===== src/hdl/trs_pkg.sv =====
// Purpose: Shared constants and types for the two-breaker reclose sequencer
// Assumes: 50 MHz system clock, 1 ms scheme timebase
// Notes:   Failure action bit: 1 means lockout, 0 means continue
package trs_pkg;

  localparam int unsigned CLK_HZ      = 50_000_000;
  localparam int unsigned MS_PER_S    = 1000;
  localparam int unsigned TICK_MS     = 1;
  localparam int unsigned TICK_CYCLES = CLK_HZ / MS_PER_S * TICK_MS;
  localparam int          TW          = 16;

  typedef enum logic [2:0] {
    ORD_FIRST_ONLY,
    ORD_SECOND_ONLY,
    ORD_BOTH,
    ORD_FIRST_THEN_SECOND,
    ORD_SECOND_THEN_FIRST
  } trs_order_t;

  typedef enum logic [2:0] {
    ST_IDLE,
    ST_RIP,
    ST_CLOSE_FIRST,
    ST_CLOSE_LAST,
    ST_LOCKOUT
  } trs_state_t;

  localparam logic [1:0] BRK_NONE   = 2'h0;
  localparam logic [1:0] BRK_FIRST  = 2'h1;
  localparam logic [1:0] BRK_SECOND = 2'h2;
  localparam logic [1:0] BRK_BOTH   = 2'h3;

  typedef struct packed {
    trs_order_t breaker_order;
    logic       transfer_first_to_second;
    logic       transfer_second_to_first;
    logic       first_breaker_failure_action;
    logic       second_breaker_failure_action;
  } trs_cfg_t;

  typedef struct packed {
    logic       initiate;
    logic       scheme_block_in;
    logic       cycle_hold_in;
    logic       first_breaker_inhibit;
    logic       second_breaker_inhibit;
    logic       scheme_reset;
    logic       manual_close;
    logic       protection_trip;
    logic [1:0] breaker_closed;
  } trs_pins_t;

  localparam trs_pins_t PINS_RST = '0;

endpackage


===== src/hdl/trs_ms_timer.sv =====
// Purpose: Millisecond tick counter with compare against a programmed limit
// Assumes: tick is a one-cycle enable from the timebase divider
// Notes:   Saturates at the limit; a limit of zero is done at once
`timescale 1ns/1ps
`default_nettype none
module trs_ms_timer #(
  parameter int W = trs_pkg::TW
) (
  input  wire logic         clk,
  input  wire logic         rst,
  input  wire logic         clr,
  input  wire logic         run,
  input  wire logic         tick,
  input  wire logic [W-1:0] limit,
  output logic              done
);

  logic [W-1:0] count_reg;

  assign done = (count_reg >= limit);

  always_ff @(posedge clk) begin
    if (rst || clr) begin
      count_reg <= '0;
    end else if (run && tick && !done) begin
      count_reg <= count_reg + 1'b1;
    end
  end

endmodule
`default_nettype wire


===== src/hdl/trs_sequencer.sv =====
// Purpose: Reclose sequencer for two breakers after a line trip
// Assumes: Pins are asynchronous; cfg and timer limits are static settings
// Notes:   Summary of operation below
`timescale 1ns/1ps
`default_nettype none
module trs_sequencer #(
  parameter int unsigned TICK_CYCLES = trs_pkg::TICK_CYCLES,
  parameter int          TW          = trs_pkg::TW
) (
  input  wire logic                clk,
  input  wire logic                rst,
  input  wire trs_pkg::trs_cfg_t   cfg,
  input  wire logic [TW-1:0]       shot_timeout,
  input  wire logic [TW-1:0]       handover_delay,
  input  wire trs_pkg::trs_pins_t  pins,
  output logic [1:0]               breaker_close_cmd,
  output logic                     scheme_disabled_flag,
  output logic                     lockout_flag,
  output logic                     reclose_in_progress
);

  localparam int TCW = (TICK_CYCLES > 1) ? $clog2(TICK_CYCLES) : 1;
  localparam logic [TCW-1:0] TICK_LAST = TCW'(TICK_CYCLES - 1);

  trs_pkg::trs_pins_t  meta_reg;
  trs_pkg::trs_pins_t  p;
  trs_pkg::trs_state_t state_reg;
  trs_pkg::trs_state_t state_next;
  trs_pkg::trs_state_t rip_next;
  logic [1:0]          target_reg;
  logic [1:0]          target_next;
  logic [1:0]          rip_tgt;
  logic [TCW-1:0]      div_reg;
  logic                tick_reg;
  logic                shot_done;
  logic                ho_done;

  // Pins cross into the clock domain through two flops
  always_ff @(posedge clk) begin
    if (rst) begin
      meta_reg <= trs_pkg::PINS_RST;
      p        <= trs_pkg::PINS_RST;
    end else begin
      meta_reg <= pins;
      p        <= meta_reg;
    end
  end

  // One millisecond timebase
  always_ff @(posedge clk) begin
    if (rst || div_reg == TICK_LAST) begin
      div_reg <= '0;
    end else begin
      div_reg <= div_reg + 1'b1;
    end
  end

  always_ff @(posedge clk) begin
    if (rst) begin
      tick_reg <= 1'b0;
    end else begin
      tick_reg <= (div_reg == TICK_LAST);
    end
  end

  wire first_ready  = !p.first_breaker_inhibit && !p.breaker_closed[0];
  wire second_ready = !p.second_breaker_inhibit && !p.breaker_closed[1];
  wire in_close     = (state_reg == trs_pkg::ST_CLOSE_FIRST) ||
                      (state_reg == trs_pkg::ST_CLOSE_LAST);
  wire target_made  = ((p.breaker_closed & target_reg) == target_reg);
  wire fail_lock    = (target_reg == trs_pkg::BRK_FIRST) ?
                      cfg.first_breaker_failure_action :
                      cfg.second_breaker_failure_action;
  wire next_close   = (state_next == trs_pkg::ST_CLOSE_FIRST) ||
                      (state_next == trs_pkg::ST_CLOSE_LAST);
  wire quiet        = !p.scheme_reset && !p.scheme_block_in &&
                      !p.cycle_hold_in;

  // Shot timer runs only in RECLOSE_IN_PROGRESS and is frozen by hold
  trs_ms_timer #(.W(TW)) u_shot (
    .clk   (clk),
    .rst   (rst),
    .clr   (state_reg != trs_pkg::ST_RIP),
    .run   (!p.cycle_hold_in),
    .tick  (tick_reg),
    .limit (shot_timeout),
    .done  (shot_done)
  );

  // Handover timer re-arms on every entry into a close state
  trs_ms_timer #(.W(TW)) u_handover (
    .clk   (clk),
    .rst   (rst),
    .clr   (state_reg != state_next),
    .run   (in_close && !p.cycle_hold_in),
    .tick  (tick_reg),
    .limit (handover_delay),
    .done  (ho_done)
  );

  // Breaker choice out of RECLOSE_IN_PROGRESS; waiting here lets the shot timer expire
  always_comb begin
    rip_next = trs_pkg::ST_RIP;
    rip_tgt  = trs_pkg::BRK_NONE;
    unique case (cfg.breaker_order)
      trs_pkg::ORD_FIRST_ONLY: begin
        if (first_ready) begin
          rip_next = trs_pkg::ST_CLOSE_LAST;
          rip_tgt  = trs_pkg::BRK_FIRST;
        end
      end
      trs_pkg::ORD_SECOND_ONLY: begin
        if (second_ready) begin
          rip_next = trs_pkg::ST_CLOSE_LAST;
          rip_tgt  = trs_pkg::BRK_SECOND;
        end
      end
      trs_pkg::ORD_BOTH: begin
        if (first_ready && second_ready) begin
          rip_next = trs_pkg::ST_CLOSE_LAST;
          rip_tgt  = trs_pkg::BRK_BOTH;
        end
      end
      trs_pkg::ORD_FIRST_THEN_SECOND: begin
        if (first_ready) begin
          rip_next = trs_pkg::ST_CLOSE_FIRST;
          rip_tgt  = trs_pkg::BRK_FIRST;
        end else if (p.first_breaker_inhibit && second_ready &&
                     cfg.transfer_first_to_second) begin
          rip_next = trs_pkg::ST_CLOSE_LAST;
          rip_tgt  = trs_pkg::BRK_SECOND;
        end
      end
      trs_pkg::ORD_SECOND_THEN_FIRST: begin
        if (second_ready) begin
          rip_next = trs_pkg::ST_CLOSE_FIRST;
          rip_tgt  = trs_pkg::BRK_SECOND;
        end else if (p.second_breaker_inhibit && first_ready &&
                     cfg.transfer_second_to_first) begin
          rip_next = trs_pkg::ST_CLOSE_LAST;
          rip_tgt  = trs_pkg::BRK_FIRST;
        end
      end
      default: begin
      end
    endcase
  end

  // Block outranks hold so a frozen cycle can still be abandoned
  always_comb begin
    state_next  = state_reg;
    target_next = target_reg;
    if (p.scheme_reset) begin
      state_next  = trs_pkg::ST_IDLE;
      target_next = trs_pkg::BRK_NONE;
    end else begin
      unique case (state_reg)
        trs_pkg::ST_IDLE: begin
          if (p.initiate && !p.scheme_block_in) begin
            state_next = trs_pkg::ST_RIP;
          end
        end
        trs_pkg::ST_RIP: begin
          if (p.scheme_block_in) begin
            state_next = trs_pkg::ST_LOCKOUT;
          end else if (p.cycle_hold_in) begin
            state_next = state_reg;
          end else if (shot_done) begin
            state_next = trs_pkg::ST_LOCKOUT;
          end else begin
            state_next  = rip_next;
            target_next = rip_tgt;
          end
        end
        trs_pkg::ST_CLOSE_FIRST: begin
          if (p.scheme_block_in || (!p.cycle_hold_in && p.protection_trip)) begin
            state_next = trs_pkg::ST_LOCKOUT;
          end else if (!p.cycle_hold_in && ho_done) begin
            if (target_made || !fail_lock) begin
              state_next  = trs_pkg::ST_CLOSE_LAST;
              target_next = ~target_reg;
            end else begin
              state_next = trs_pkg::ST_LOCKOUT;
            end
          end
        end
        trs_pkg::ST_CLOSE_LAST: begin
          if (p.scheme_block_in || (!p.cycle_hold_in && p.protection_trip)) begin
            state_next = trs_pkg::ST_LOCKOUT;
          end else if (!p.cycle_hold_in && target_made) begin
            state_next  = trs_pkg::ST_IDLE;
            target_next = trs_pkg::BRK_NONE;
          end else if (!p.cycle_hold_in && ho_done) begin
            state_next = trs_pkg::ST_LOCKOUT;
          end
        end
        trs_pkg::ST_LOCKOUT: begin
          if (p.manual_close) begin
            state_next  = trs_pkg::ST_IDLE;
            target_next = trs_pkg::BRK_NONE;
          end
        end
      endcase
    end
  end

  always_ff @(posedge clk) begin
    if (rst) begin
      state_reg            <= trs_pkg::ST_IDLE;
      target_reg           <= trs_pkg::BRK_NONE;
      breaker_close_cmd    <= trs_pkg::BRK_NONE;
      scheme_disabled_flag <= 1'b0;
      lockout_flag         <= 1'b0;
      reclose_in_progress  <= 1'b0;
    end else begin
      state_reg            <= state_next;
      target_reg           <= target_next;
      breaker_close_cmd    <= next_close ? (target_next & ~p.breaker_closed)
                                         : trs_pkg::BRK_NONE;
      scheme_disabled_flag <= (state_next == trs_pkg::ST_IDLE) &&
                              p.scheme_block_in;
      lockout_flag         <= (state_next == trs_pkg::ST_LOCKOUT);
      reclose_in_progress  <= (state_next != trs_pkg::ST_IDLE) &&
                              (state_next != trs_pkg::ST_LOCKOUT);
    end
  end

  block_lockout_a: assert property (@(posedge clk) disable iff (rst)
    state_reg == trs_pkg::ST_RIP && p.scheme_block_in && !p.scheme_reset
    |=> state_reg == trs_pkg::ST_LOCKOUT && lockout_flag)
    else $error("block in RECLOSE_IN_PROGRESS did not lock out");

  block_disabled_a: assert property (@(posedge clk) disable iff (rst)
    state_reg == trs_pkg::ST_IDLE && p.scheme_block_in
    |=> scheme_disabled_flag && state_reg == trs_pkg::ST_IDLE)
    else $error("block before initiate did not disable");

  hold_freeze_a: assert property (@(posedge clk) disable iff (rst)
    p.cycle_hold_in && !p.scheme_reset && !p.scheme_block_in &&
    state_reg != trs_pkg::ST_LOCKOUT && state_reg != trs_pkg::ST_IDLE
    |=> state_reg == $past(state_reg) && $stable(breaker_close_cmd))
    else $error("hold did not freeze the cycle");

  shot_expiry_a: assert property (@(posedge clk) disable iff (rst)
    state_reg == trs_pkg::ST_RIP && shot_done && quiet
    |=> state_reg == trs_pkg::ST_LOCKOUT && breaker_close_cmd == 2'h0)
    else $error("shot timeout did not lock out");

  initiate_rip_a: assert property (@(posedge clk) disable iff (rst)
    state_reg == trs_pkg::ST_IDLE && p.initiate && quiet
    |=> reclose_in_progress && state_reg == trs_pkg::ST_RIP)
    else $error("initiate did not start a cycle");

  direct_second_a: assert property (@(posedge clk) disable iff (rst)
    state_reg == trs_pkg::ST_RIP && !shot_done && quiet &&
    cfg.breaker_order == trs_pkg::ORD_FIRST_THEN_SECOND &&
    p.first_breaker_inhibit && cfg.transfer_first_to_second && second_ready
    |=> breaker_close_cmd == trs_pkg::BRK_SECOND)
    else $error("inhibited first was not bypassed");

  fail_lockout_a: assert property (@(posedge clk) disable iff (rst)
    state_reg == trs_pkg::ST_CLOSE_FIRST && target_reg == trs_pkg::BRK_FIRST &&
    cfg.first_breaker_failure_action && ho_done && !p.breaker_closed[0] &&
    !p.protection_trip && quiet
    |=> state_reg == trs_pkg::ST_LOCKOUT ##1 breaker_close_cmd == 2'h0)
    else $error("failed first breaker did not lock out");

  handover_a: assert property (@(posedge clk) disable iff (rst)
    state_reg == trs_pkg::ST_CLOSE_FIRST && ho_done && target_made &&
    !p.protection_trip && quiet
    |=> state_reg == trs_pkg::ST_CLOSE_LAST && target_reg == ~$past(target_reg))
    else $error("close was not handed to second breaker");

  lockout_latch_a: assert property (@(posedge clk) disable iff (rst)
    state_reg == trs_pkg::ST_LOCKOUT && !p.scheme_reset && !p.manual_close
    |=> lockout_flag)
    else $error("lockout released without reset or manual close");

  close_level_a: assert property (@(posedge clk) disable iff (rst)
    breaker_close_cmd != 2'h0 |-> (state_reg == trs_pkg::ST_CLOSE_FIRST ||
    state_reg == trs_pkg::ST_CLOSE_LAST) && (breaker_close_cmd & ~target_reg) == 2'h0)
    else $error("close command outside a close state");

endmodule
`default_nettype wire


===== config.mk =====
export PLATFORM = sky130hd
export DESIGN_NAME = trs_sequencer
export DESIGN_NICKNAME = d
export VERILOG_FILES = /design/src/hdl/trs_pkg.sv /design/src/hdl/trs_ms_timer.sv /design/src/hdl/trs_sequencer.sv
export SDC_FILE = /design/constraint.sdc
export NUM_CORES = 1
export LEC_CHECK = 0
export BUFFER_PORTS_ARGS = -buffer_cell sky130_fd_sc_hd__buf_2
export CORE_UTILIZATION = 50
export CTS_CLUSTER_SIZE = 10
export DETAILED_ROUTE_END_ITERATION = 16
export GPL_TIMING_DRIVEN = 0
export PLACE_DENSITY = 0.67
export SLEW_MARGIN = 40
export SYNTH_ARGS = -nofsm -noshare
export SYNTH_HDL_FRONTEND = slang
export SYNTH_SLANG_ARGS = --single-unit

===== constraint.sdc =====
create_clock -name clk -period 3.9 [get_ports clk]
set_input_delay 0.39 -clock clk [delete_from_list [all_inputs] [get_ports clk]]
set_output_delay 0.39 -clock clk [all_outputs]
set_load 0.05 [all_outputs]

==> results.md <==
* Root buf cell: clkbuf_8
* Inserted Clock Buffers at 9
* Global-route wire length before repair at 15600 um
* CTS sink cnt at 79
* Arr. time, crit path at 3.72 ns
* RR Startpoint: u_handover.count_reg[13]$_SDFFE_PP0P_
* Setup ws final at 0.426 ns
* Starting DRT DRC Count at 233
* Crit path to: u_handover.count_reg[9]$_SDFFE_PP0P_
* CTS tree: yes
* Row count at 33
* Worst reg2reg endpoint: u_handover.count_reg[9]$_SDFFE_PP0P_
* YS warnings at 0
* Setup CP Type: register to register
* CP Launch Point: u_handover.count_reg[13]$_SDFFE_PP0P_
* Netlist cell types at 57
* Initial antenna violation count at 0
* Yosys reg bits at 79
* Period utilization at 89.1%
* CTS resizes at 0
* CP Capture Type: register
* Final setup fails at 0
* Worst-path clk slew at 0.09 ns
* Skew-Pair Late Insertion Delay at 0.36 ns
* Vias in the first global route at 3605
* Avg WL per Cell at 12.7 um
* DP Worst Slack at 0.361 ns
* Gr usage total at 21.9%
* Psw at 0.495 mW
* RSZ-0062 raised after global routing: false
* Worst Tran Pin Value at 0.635 ns
* Worst path required time at 4.15 ns
* Clock Path Buffers at 2
* Syn nets at 610
* # DRC at 0
* P_int at 1.17 mW
* Combinational Power Share at 15.1%
* Seq/Total Area, Yosys at 36.2%
* Peak supply drop at 0.000218 V
* Crit-path max FO at 10
* Die area at 9120 um^2
* CTS Hold Bufs at 0
* Dpl hpwl at 6930 um
* Core footprint at 8340 um^2
* Slew margin rel. at 57.1%
* Syn Inst Count at 524
* Mean Syn Cell Area at 8.35 um^2
* Most used flip-flop cell after synthesis: dfxtp_1
* Drt total wl at 8880 um
* Net switching share of the total power at 29.7%
* Vias/cell at 5.38
* Gpl congestion at 0.925
* Post-DRT Antenna Nets at 0
* Flop pwr share at 50.4%
* Final Hold Fails at 0
* Port Buffers at 55
* Layout cell share with drive strength beyond 1 at 14.6%
* Final nets at 676
* Outcome: completed
* Final slew viol count at 0
* I/O pin total at 56
* FMAX at 0.288 GHz
* Mapped Area at 4370 um^2
* Die Y at 95.5 um
* Hold crit path type: input port to register
* Post-CTS Setup Bufs at 0
* Critical path launch point type: register
* Fin util at 59.5%
* H-tree depth at 3
* LEAKAGE at 2.09 nW
* ANT cells at 0
* PD cells at 336 nW/um^2
* Area grow syn2layout at 13.5%
* Die W at 95.5 um
* MaxCap Viol Count at 0
* Largest net degree at the start of global routing at 17
* EDFF count, synth at 0
* Clock power frac at 34.4%
* Initial core utilization at 52.4%
* R2R setup slack at 0.43 ns
* Setup Skew at 0.0143 ns
* R2R depth at 10
* DR pass1 iterations at 5
* Share of flip-flops with an asynchronous set or reset at 0%
* Setup TNS at 0 ns
* Minimum clock period at 3.47 ns
* Via count at 3769
* Total Power at 1.67 mW
* Total congestion overflow at 0
worst min-delay path by stage:
stage / startpoint / to / slack, ns / depth (start not counted)
after CTS: pins[3] / meta_reg[3]$_SDFF_PP0_ / 0.21 / 2
after floorplan: div_reg[0]$_SDFF_PP0_ / div_reg[0]$_SDFF_PP0_ / 0.41 / 1
final: pins[3] / meta_reg[3]$_SDFF_PP0_ / 0.23 / 2
after global routing: pins[3] / meta_reg[3]$_SDFF_PP0_ / 0.23 / 2
after global placement: meta_reg[5]$_SDFF_PP0_ / p[5]$_SDFF_PP0_ / 0.42 / 1
after detailed placement: meta_reg[0]$_SDFF_PP0_ / p[0]$_SDFF_PP0_ / 0.43 / 1
cells by family (layout without fill, tap and decap cells):
logic type               count (synthesis)  count (layout)  synth area share, %
AND/OR/NAND/NOR                        232             232                 28.4
flip-flops                              79              79                 36.2
AO/OA/AOI/OAI                           71              71                 11.0
buffers and inverters                   64             135                 5.72
XOR/XNOR                                41              41                 8.21
adder cells (fa/ha/maj)                 35              35                 10.0
multiplexers                             2               2                0.458
cell type report:
type	instances	area, um^2
clock buffers	9	124
inverters	48	180
flip-flops and latches	79	1580
fillers	775	3380
repair buffers	55	275
clock inverters	7	61.3
plain buffers	16	70.1
well taps	105	131
multi-input cells	381	2540
placed cells by master, fill, tap and decap left out, types with 5 or more instances in the layout:
master / Yosys / final
a21oi_1: 19 / 19
o21ai_0: 12 / 12
nand3_1: 24 / 24
nand4_1: 15 / 15
xor2_1: 22 / 22
inv_1: 48 / 48
ha_1: 35 / 35
and2_1: 10 / 10
nand2b_1: 10 / 10
clkbuf_1: 11 / 11
nor3_1: 13 / 13
xnor2_1: 19 / 19
clkbuf_8: 0 / 9
buf_2: 2 / 57
or3_1: 7 / 7
a31oi_1: 5 / 5
a211oi_1: 8 / 8
nor2b_1: 21 / 21
dfxtp_1: 79 / 79
nor2_1: 66 / 66
nand2_1: 26 / 26
and3_1: 13 / 13
critical path, cell delays in order (launching register included):
cell and delay, ns:
dfxtp_1 0.36, ha_1 0.33, nand4_1 0.16, nor3_1 0.33
nor4b_1 0.44, nor3_1 0.17, o41ai_1 0.66, a2111oi_0 0.23
nand3_1 0.31, buf_2 0.30, nor2_1 0.08
synthesized netlist by cell type (2+ instances only):
library cell / n / area share (%)
a2111oi_0: 3 / 0.60
a211o_1: 2 / 0.40
a211oi_1: 8 / 1.4
a21oi_1: 19 / 2.2
a31oi_1: 5 / 0.72
and2_1: 10 / 1.4
and3_1: 13 / 1.9
and4_1: 3 / 0.60
buf_1: 2 / 0.17
buf_2: 2 / 0.23
clkbuf_1: 11 / 0.94
dfxtp_1: 79 / 36
ha_1: 35 / 10
inv_1: 48 / 4.1
mux2i_1: 2 / 0.46
nand2_1: 26 / 2.2
nand2b_1: 10 / 1.4
nand3_1: 24 / 2.7
nand4_1: 15 / 2.1
nor2_1: 66 / 5.7
nor2_2: 3 / 0.43
nor2b_1: 21 / 3.0
nor3_1: 13 / 1.5
nor3_2: 3 / 0.69
nor3b_1: 3 / 0.51
nor4_1: 2 / 0.29
nor4b_1: 2 / 0.40
o2111ai_1: 2 / 0.40
o211ai_1: 2 / 0.34
o21a_1: 2 / 0.34
o21ai_0: 12 / 1.4
o32a_1: 2 / 0.46
o41ai_1: 2 / 0.40
or2_2: 2 / 0.29
or3_1: 7 / 1.0
or4_1: 2 / 0.34
or4_4: 2 / 0.51
xnor2_1: 19 / 3.8
xor2_1: 22 / 4.4
per-layer routing:
metal / vias to the layer above / part of all wire [%] / global-route usage [%]
li1: 1938 / - / -
met2: 90 / 47 / 37.9
met4: 0 / 1.9 / 8.08
met1: 1726 / 47 / 26.9
met3: 15 / 4.8 / 4.07
met5: - / 0 / 0
power groups by stage:
stage / registers [mW] / logic (mW) / clock network [mW]
2_1_floorplan: 0.872 / 0.163 / 0
3_3_place_gp: 0.860 / 0.245 / 0
3_5_place_dp: 0.861 / 0.252 / 0
4_1_cts: 0.841 / 0.253 / 0.595
5_1_grt: 0.844 / 0.284 / 0.632
6_report: 0.841 / 0.253 / 0.575
metrics by stage:
step	std cells	hold WS [ns]	cell area, um^2
2_1_floorplan	524	0.413	4370
3_3_place_gp	684	0.417	4780
3_5_place_dp	684	0.428	4780
4_1_cts	700	0.215	4960
5_1_grt	700	0.227	4960
6_report	700	0.229	4960
No activity file was read; power rests on OpenSTA's default activity.
